`src/logic/lassc_pkg.sv`:
```
// Shared constants for the line adaptor scan service common block
`default_nettype none
package lassc_pkg;
    localparam int unsigned NUM_ADAPTORS   = 4;
    localparam int unsigned IOT_OP_W       = 12;
    // Device codes of the two control words (selector field of the transfer word)
    localparam logic [5:0]  CTRL_WORD_ONE_CODE = 6'h30;
    localparam logic [5:0]  CTRL_WORD_TWO_CODE = 6'h31;
    localparam int unsigned DEV_CODE_LSB   = 3;
    localparam int unsigned DEV_CODE_MSB   = 8;
    localparam logic [3:0]  IOT_OPCODE     = 4'h6;
    // Scan address layout: bit 0 buffer, bits 1..3 line, bits 4..6 block
    localparam int unsigned SCAN_ADDR_W    = 7;
    localparam int unsigned SCAN_BUF_BIT   = 0;
    localparam int unsigned SCAN_LINE_LSB  = 1;
    localparam int unsigned SCAN_LINE_MSB  = 3;
    localparam int unsigned SCAN_BLK_LSB   = 4;
    localparam int unsigned SCAN_BLK_MSB   = 6;
    localparam int unsigned NUM_LINE_PAIRS = 64;
    localparam logic        BUF_RECEIVE    = 1'b0;
    localparam logic        BUF_TRANSMIT   = 1'b1;
    // Reset values
    localparam logic        FLAG_RESET     = 1'b0;
endpackage : lassc_pkg
`default_nettype wire

```
`src/logic/lassc_top.sv`:
```
// Common section joining four line adaptors to scanner and break multiplexor
// How it works
// - Each adaptor break select follows its grant.
// - Common granted when any adaptor is granted.
// - Decode control word one and two codes.
// - Bay gating splits control word operations.
// - Character transfer sets adaptor service flag.
// - Flagged adaptor at scan address requests service.
// - Transmit clock per adaptor chosen by jumper.
// - Each adaptor reports absent or offline.
// - Priority and special lines accompany service request.
// - Any data lost drives shared lost line.
// - Accepted break address drops break request.
// - Address bit zero buffer, six bits line.
`timescale 1ns/1ps
`default_nettype none
module lassc_top #(
    parameter int unsigned N_ADAPT = lassc_pkg::NUM_ADAPTORS // Adaptors in the block
) (
    input  wire logic                 core_clk,         // 100 MHz clock
    input  wire logic                 rst,              // Synchronous reset, active high
    input  wire logic [N_ADAPT-1:0]   multiplexor_grant,// Grant per adaptor, pins
    input  wire logic                 addr_accept,      // Break address accepted, pin
    input  wire logic [6:0]           scan_address,     // Scanner address, pins
    input  wire logic [11:0]          io_instr,         // Transfer instruction word, pins
    input  wire logic                 io_pulse,         // Transfer strobe, pin
    input  wire logic [2:0]           block_address,    // Block strap
    input  wire logic [N_ADAPT-1:0]   break_wanted,     // Adaptor break demands
    input  wire logic [N_ADAPT-1:0]   char_moved,       // Character moved pulses
    input  wire logic [N_ADAPT-1:0]   flag_clear,       // Service flag clears
    input  wire logic [N_ADAPT-1:0]   adaptor_online,   // Adaptor online levels
    input  wire logic [N_ADAPT-1:0]   lost_event,       // Data lost events
    input  wire logic [N_ADAPT-1:0]   ext_clk_a,        // External transmit clock A
    input  wire logic [N_ADAPT-1:0]   ext_clk_b,        // External transmit clock B
    input  wire logic [N_ADAPT-1:0]   clk_jumper,       // Jumper: 1 picks clock B
    output logic [N_ADAPT-1:0]        adaptor_break_select, // Break select per adaptor
    output logic [N_ADAPT-1:0]        break_request_flag,   // Break request per adaptor
    output logic [N_ADAPT-1:0]        character_service_flag, // Service flags
    output logic [N_ADAPT-1:0]        cw1_bay_select,   // Control word one per bay
    output logic [N_ADAPT-1:0]        cw2_bay_select,   // Control word two per bay
    output logic [N_ADAPT-1:0]        adaptor_not_here, // Absent or offline per adaptor
    output logic [N_ADAPT-1:0]        tx_clock,         // Selected transmit clock
    output logic                      any_adaptor_granted, // Common grant
    output logic                      control_word_one_select, // Code one seen
    output logic                      control_word_two_select, // Code two seen
    output logic                      scan_service_request,    // Scan service
    output logic                      priority_request_line,   // Priority request
    output logic                      special_service_line,    // Special service
    output logic                      data_lost_line,          // Shared data lost
    output logic                      buffer_is_transmit       // Scan bit zero
);
    localparam int unsigned SW = N_ADAPT + 1 + 7 + 12 + 1 + 2 * N_ADAPT;

    // ==========================================================
    // Two-stage synchronisers for every pin input
    wire logic [SW-1:0] pin_raw = {multiplexor_grant, addr_accept, scan_address,
                                   io_instr, io_pulse, ext_clk_a, ext_clk_b};
    logic [SW-1:0] sync1_r;
    logic [SW-1:0] sync2_r;

    // First stage samples the pins; it may go metastable, so only stage two is read
    always_ff @(posedge core_clk) begin
        if (rst) begin
            sync1_r <= '0;
        end else begin
            sync1_r <= pin_raw;
        end
    end

    // Second stage gives the settled copy that all logic uses
    always_ff @(posedge core_clk) begin
        if (rst) begin
            sync2_r <= '0;
        end else begin
            sync2_r <= sync1_r;
        end
    end

    // Named slices of the settled pin word
    wire logic [N_ADAPT-1:0] grant_s  = sync2_r[SW-1 -: N_ADAPT];
    wire logic               accept_s = sync2_r[SW-1-N_ADAPT];
    wire logic [6:0]         scan_s   = sync2_r[SW-2-N_ADAPT -: 7];
    wire logic [11:0]        instr_s  = sync2_r[SW-9-N_ADAPT -: 12];
    wire logic               pulse_s  = sync2_r[2*N_ADAPT];
    wire logic [N_ADAPT-1:0] clka_s   = sync2_r[2*N_ADAPT-1 -: N_ADAPT];
    wire logic [N_ADAPT-1:0] clkb_s   = sync2_r[N_ADAPT-1:0];

    // ==========================================================
    // Device code decoding, used for both control words
    function automatic logic code_hit(input logic [11:0] w, input logic [5:0] code);
        code_hit = (w[11:9] == lassc_pkg::IOT_OPCODE[2:0]) &&
                   (w[lassc_pkg::DEV_CODE_MSB:lassc_pkg::DEV_CODE_LSB] == code);
    endfunction
    wire logic cw1_nxt = pulse_s && code_hit(instr_s, lassc_pkg::CTRL_WORD_ONE_CODE);
    wire logic cw2_nxt = pulse_s && code_hit(instr_s, lassc_pkg::CTRL_WORD_TWO_CODE);

    // ==========================================================
    // Bays, one per adaptor
    wire logic [N_ADAPT-1:0] bsel_w;
    wire logic [N_ADAPT-1:0] brq_w;
    wire logic [N_ADAPT-1:0] svc_w;
    wire logic [N_ADAPT-1:0] hit_w;
    wire logic [N_ADAPT-1:0] c1_w;
    wire logic [N_ADAPT-1:0] c2_w;
    wire logic [N_ADAPT-1:0] nh_w;
    wire logic [N_ADAPT-1:0] lost_w;
    genvar g;
    generate
        for (g = 0; g < N_ADAPT; g++) begin : g_bay
            lassc_bay #(.LINE_ADDR(3'(g))) u_bay (
                .core_clk               (core_clk),
                .rst                    (rst),
                .block_addr             (block_address),
                .scan_addr              (scan_s),
                .grant                  (grant_s[g]),
                .addr_accepted          (accept_s),
                .break_wanted           (break_wanted[g]),
                .char_moved             (char_moved[g]),
                .flag_clear             (flag_clear[g]),
                .cw1_sel                (cw1_nxt),
                .cw2_sel                (cw2_nxt),
                .online                 (adaptor_online[g]),
                .lost_event             (lost_event[g]),
                .break_select           (bsel_w[g]),
                .break_request_flag     (brq_w[g]),
                .character_service_flag (svc_w[g]),
                .scan_hit               (hit_w[g]),
                .bay_cw1                (c1_w[g]),
                .bay_cw2                (c2_w[g]),
                .not_here               (nh_w[g]),
                .data_lost              (lost_w[g])
            );
        end
    endgenerate

    // ==========================================================
    // Transmit clock: a jumper per adaptor picks its external source
    // Sampled, not a true clock: good only for rates well below core_clk
    wire logic [N_ADAPT-1:0] txclk_nxt;
    generate
        for (g = 0; g < N_ADAPT; g++) begin : g_txclk
            assign txclk_nxt[g] = clk_jumper[g] ? clkb_s[g] : clka_s[g];
        end
    endgenerate

    // ==========================================================
    // Common combining across the bays
    wire logic any_grant_nxt = |grant_s;
    wire logic svc_nxt       = |hit_w;
    wire logic lost_nxt      = |lost_w;
    wire logic buf_tx_nxt    = (scan_s[lassc_pkg::SCAN_BUF_BIT]
                                == lassc_pkg::BUF_TRANSMIT);

    // ==========================================================
    // Break outputs to the multiplexor
    always_ff @(posedge core_clk) begin
        if (rst) begin
            adaptor_break_select    <= '0;
            break_request_flag      <= '0;
            any_adaptor_granted     <= 1'b0;
        end else begin
            adaptor_break_select    <= bsel_w;
            break_request_flag      <= brq_w;
            any_adaptor_granted     <= any_grant_nxt;
        end
    end

    // ==========================================================
    // Control word selects, common and per bay
    always_ff @(posedge core_clk) begin
        if (rst) begin
            control_word_one_select <= 1'b0;
            control_word_two_select <= 1'b0;
            cw1_bay_select          <= '0;
            cw2_bay_select          <= '0;
        end else begin
            control_word_one_select <= cw1_nxt;
            control_word_two_select <= cw2_nxt;
            cw1_bay_select          <= c1_w;
            cw2_bay_select          <= c2_w;
        end
    end

    // ==========================================================
    // Service lines to the scanner
    // All three come from one term so the scanner never sees them apart;
    // the scanner itself turns the request into the host interrupt
    always_ff @(posedge core_clk) begin
        if (rst) begin
            character_service_flag  <= '0;
            scan_service_request    <= 1'b0;
            priority_request_line   <= 1'b0;
            special_service_line    <= 1'b0;
        end else begin
            character_service_flag  <= svc_w;
            scan_service_request    <= svc_nxt;
            priority_request_line   <= svc_nxt;
            special_service_line    <= svc_nxt;
        end
    end

    // ==========================================================
    // Status lines: presence and lost data
    always_ff @(posedge core_clk) begin
        if (rst) begin
            adaptor_not_here        <= '0;
            data_lost_line          <= 1'b0;
        end else begin
            adaptor_not_here        <= nh_w;
            data_lost_line          <= lost_nxt;
        end
    end

    // ==========================================================
    // Transmit clock and buffer side of the scan address
    always_ff @(posedge core_clk) begin
        if (rst) begin
            tx_clock                <= '0;
            buffer_is_transmit      <= 1'b0;
        end else begin
            tx_clock                <= txclk_nxt;
            buffer_is_transmit      <= buf_tx_nxt;
        end
    end
endmodule // lassc_top
`default_nettype wire

```
`src/logic/lassc_bay.sv`:
```
// One adaptor bay: service, break and selection state for a single line adaptor
`timescale 1ns/1ps
`default_nettype none
module lassc_bay #(
    parameter logic [2:0] LINE_ADDR = 3'h0      // Line address within the block
) (
    input  wire logic        core_clk,          // System clock
    input  wire logic        rst,               // Synchronous reset, active high
    input  wire logic [2:0]  block_addr,        // Block address strap of this group
    input  wire logic [6:0]  scan_addr,         // Synchronised scanner address
    input  wire logic        grant,             // Synchronised multiplexor grant
    input  wire logic        addr_accepted,     // Break address accepted pulse
    input  wire logic        break_wanted,      // Adaptor wants a break cycle
    input  wire logic        char_moved,        // One character moved to or from memory
    input  wire logic        flag_clear,        // Software clears the service flag
    input  wire logic        cw1_sel,           // Control word one decoded
    input  wire logic        cw2_sel,           // Control word two decoded
    input  wire logic        online,            // Adaptor present and online
    input  wire logic        lost_event,        // Data lost event
    output logic             break_select,      // Adaptor break select
    output logic             break_request_flag,// Break request to multiplexor
    output logic             character_service_flag, // Service flag
    output logic             scan_hit,          // Scan address matches and flag set
    output logic             bay_cw1,           // Control word one for this adaptor
    output logic             bay_cw2,           // Control word two for this adaptor
    output logic             not_here,          // Absent or offline
    output logic             data_lost          // Data lost held
);
    // ==========================================================
    // Address match and selection gating
    wire logic addr_match = (scan_addr[lassc_pkg::SCAN_BLK_MSB:lassc_pkg::SCAN_BLK_LSB]
                              == block_addr) &&
                             (scan_addr[lassc_pkg::SCAN_LINE_MSB:lassc_pkg::SCAN_LINE_LSB]
                              == LINE_ADDR);
    assign break_select = grant;
    assign bay_cw1      = cw1_sel && addr_match;
    assign bay_cw2      = cw2_sel && addr_match;
    assign not_here     = !online;
    assign scan_hit     = character_service_flag && addr_match;

    // ==========================================================
    // Flags: a set in the same cycle as a clear wins
    always_ff @(posedge core_clk) begin
        if (rst) begin
            character_service_flag <= lassc_pkg::FLAG_RESET;
            break_request_flag     <= lassc_pkg::FLAG_RESET;
            data_lost              <= lassc_pkg::FLAG_RESET;
        end else begin
            character_service_flag <= char_moved ||
                                      (character_service_flag && !flag_clear);
            break_request_flag     <= break_wanted ||
                                      (break_request_flag && !(addr_accepted && grant));
            data_lost              <= lost_event || (data_lost && !flag_clear);
        end
    end
endmodule // lassc_bay
`default_nettype wire

```
`config.mk`:
```
export PLATFORM = sky130hd
export DESIGN_NAME = lassc_top
export DESIGN_NICKNAME = d
export VERILOG_FILES = /design/src/logic/lassc_pkg.sv /design/src/logic/lassc_top.sv /design/src/logic/lassc_bay.sv
export SDC_FILE = /design/constraint.sdc
export NUM_CORES = 1
export LEC_CHECK = 0
export ABC_AREA = 1
export BUFFER_PORTS_ARGS = -buffer_cell sky130_fd_sc_hd__buf_2
export CAP_MARGIN = 30
export CORE_MARGIN = 1.5
export CORE_UTILIZATION = 54
export DETAILED_ROUTE_END_ITERATION = 7
export PLACE_DENSITY = 0.8
export SKIP_CTS_REPAIR_TIMING = 1
export SYNTH_ARGS = -nofsm -noshare
export SYNTH_HDL_FRONTEND = slang
export SYNTH_SLANG_ARGS = --single-unit
```
`constraint.sdc`:
```
create_clock -name core_clk -period 2.12 [get_ports core_clk]
set_input_delay 0.106 -clock core_clk [delete_from_list [all_inputs] [get_ports core_clk]]
set_output_delay 0.106 -clock core_clk [all_outputs]
set_load 0.05 [all_outputs]
```
==> results_dict.tcl <==
set metrics [dict create \
    antenna_found_initial 0 \
    grt_pass1_vias 2108 \
    synthFlopType "dfxtp_1" \
    routed_wl_um 6520 \
    grt_usage_pct 17.6 \
    ys_types 19 \
    cp_data_arrival_time_ns 1.00 \
    hold_ws_ns -0.0117 \
    antenna_left 0 \
    synth_warnings 0 \
    timing.final.crit_share_pct 52.0 \
    setup_viol 0 \
    ys_top_cells_by_area "dfxtp_1, nor2_1, inv_1" \
    layout.cells.most_common "dfxtp_1" \
    fp.dieH_um 80.3 \
    crit_required_ns 2.01 \
    num_rows 27 \
    crit_slowest_cell "dfxtp_1" \
    end_kind "output port" \
    crit_fanout 3 \
    start_kind "flop" \
    worst-path-buf-inv 1 \
    drc 0 \
    synth_edf_count 0 \
    numClockSinks 106 \
    n_fill_cell 375 \
    leakagePower_uw 0.00226 \
    cap_violations 0 \
    powerDensity_nw_per_um2 820 \
    synth-async-reset-ratio_pct 0 \
    via_per_inst 4.34 \
    drtIter0Drc 87 \
    htree_levels 3 \
    yosysSeqAreaShare_pct 65.8 \
    finalNetCount 574 \
    routedWlPerCell_um 11.1 \
    core_um2 5640 \
    drive_gt1_share_pct 24.0 \
    clk_latency_ns 0.35 \
    yosysTopAreaCellShare_pct 65.8 \
    numCtsBuffers 9 \
    max_freq_mhz 907 \
    fp.dieW_um 80.3 \
    critical_path.cell_chain "buf_2" \
    final_cell_mix "dfxtp_1, nor2_1, buf_2" \
    start_util_pct 57.2 \
    violations "negative hold slack" \
    vias 2559 \
    place_congestion 0.713 \
    yosys.area.top_type "dfxtp_1" \
    numPortBuffers 94 \
    final_max_slew_viol_count 0 \
    cts_max_path_buffers 2 \
    first_pass_iters 4 \
    rsz0062_at_grt "no" \
    syn_area_per_cell_um2 8.76 \
    slowest_delay_ns 0.37 \
    dieArea_um2 6440 \
    hold_viol 2 \
    post-place-ws_ns 0.798 \
    ir_worst_vdd_mv 0.524 \
    place_area_um2 3740 \
    ios 98 \
    clk_pin_slew_ns 0.10 \
    layout_setup_ws_ns 1.02 \
    dp_hpwl_um 3770 \
    hold_class "input pin to flop" \
    status "complete, but fails checks" \
    diodes 0 \
    synth_nets 430 \
    synthCells 368 \
    critPathKind "flop to output port" \
    yosys_register_bits 106 \
    cts_root_buffer "clkbuf_8" \
    cpLargestDelayFamily "flip-flops" \
    grt_pass1_wl_um 8680 \
    grt_max_degree 41 \
    final_area_um2 4400 \
    relSlewSlack_pct 53.2 \
    syn_area_um2 3220 \
    fin_skew_ns 0.00842 \
    areaGrowthSynthToFinish_pct 36.4 \
    setup_tns_ns 0 \
    min_period_ns 1.10 \
    worstMarginPinSlew_ns 0.702 \
    cts_tree "built" \
    grt-ovfl-total 0 \
]
==> path summary, 6_finish.rpt <==
path,startpoint,endpoint,slack (ns),depth (start not counted)
min reg2reg,sync1_r[26],sync2_r[26],0.41,2
max,special_service_line,special_service_line,1.02,1
max reg2reg,sync2_r[22],special_service_line,1.06,6
min,lost_event[3],g_bay[3].u_bay.data_lost,-0.01,3
==> logic make-up after synthesis <==
| group | count (synthesis) | share of synthesized area [%] |
|---|---|---|
| AND/OR/NAND/NOR | 133 | 17.2 |
| buffers and inverters | 107 | 13.2 |
| flip-flops | 106 | 65.8 |
| AO/OA/AOI/OAI | 21 | 3.38 |
| XOR/XNOR | 1 | 0.505 |
==> worst reg2reg max path, stage by stage, from the launching register on <==
cell and delay (ns):
dfxtp_1 0.39, inv_2 0.06, nor3_1 0.25, nand4_1 0.14, nand2_1 0.07, nor2_1 0.04, nor2_1 0.07
==> cell usage after synthesis, types with 2 or more instances <==
cell / n
o21ai_1: 8
buf_4: 3
nand4_1: 7
nor2_1: 98
nand2_1: 18
nor3_2: 2
nor3_1: 2
inv_2: 4
dfxtp_1: 106
a21oi_1: 12
buf_2: 9
nand2_2: 2
inv_1: 91
==> stage by stage <==
stage	power, µW	instances	util [%]
detailed placement	2470	525	66.3
global route	3760	589	77.9
floorplan	2360	368	-
global placement	2450	525	66.3
CTS	3560	541	69.4
finish	3600	589	77.9
==> flip-flops by register name (all words and copies together), names as in the netlist, 4 cells and up <==
signal,cells
tx_clock,4
cw1_bay_select,4
cw2_bay_select,4
sync2_r,30
sync1_r,30
break_request_flag,4
g_bay.u_bay.character_service_flag,4
character_service_flag,4
adaptor_break_select,4
g_bay.u_bay.break_request_flag,4
adaptor_not_here,4
g_bay.u_bay.data_lost,4
==> report_power, final <==
group | total [µW] | switching, µW | internal (µW)
combinational | 380 | 217 | 163
sequential | 2110 | 31.6 | 2080
clock | 1110 | 673 | 435
==> area by class of cell <==
class,count,area [µm²],share of cell area [%]
clock buffer,9,124,2.82
clock inverter,7,52.6,1.20
inverter,95,357,8.11
multi-input combinational,155,678,15.4
sequential,106,2120,48.3
tap,72,90.1,2.05
timing repair buffer,145,973,22.1
==> metal layers <==
layer / up-vias / GRT usage [%] / part of all wire, %
li1: 1334 / - / -
met1: 1126 / 20.4 / 41
met2: 85 / 30.2 / 51
met3: 14 / 4.32 / 5.3
met4: 0 / 8.79 / 2.7
met5: - / 0 / 0
Note: power is estimated with default switching activity, not from simulation.
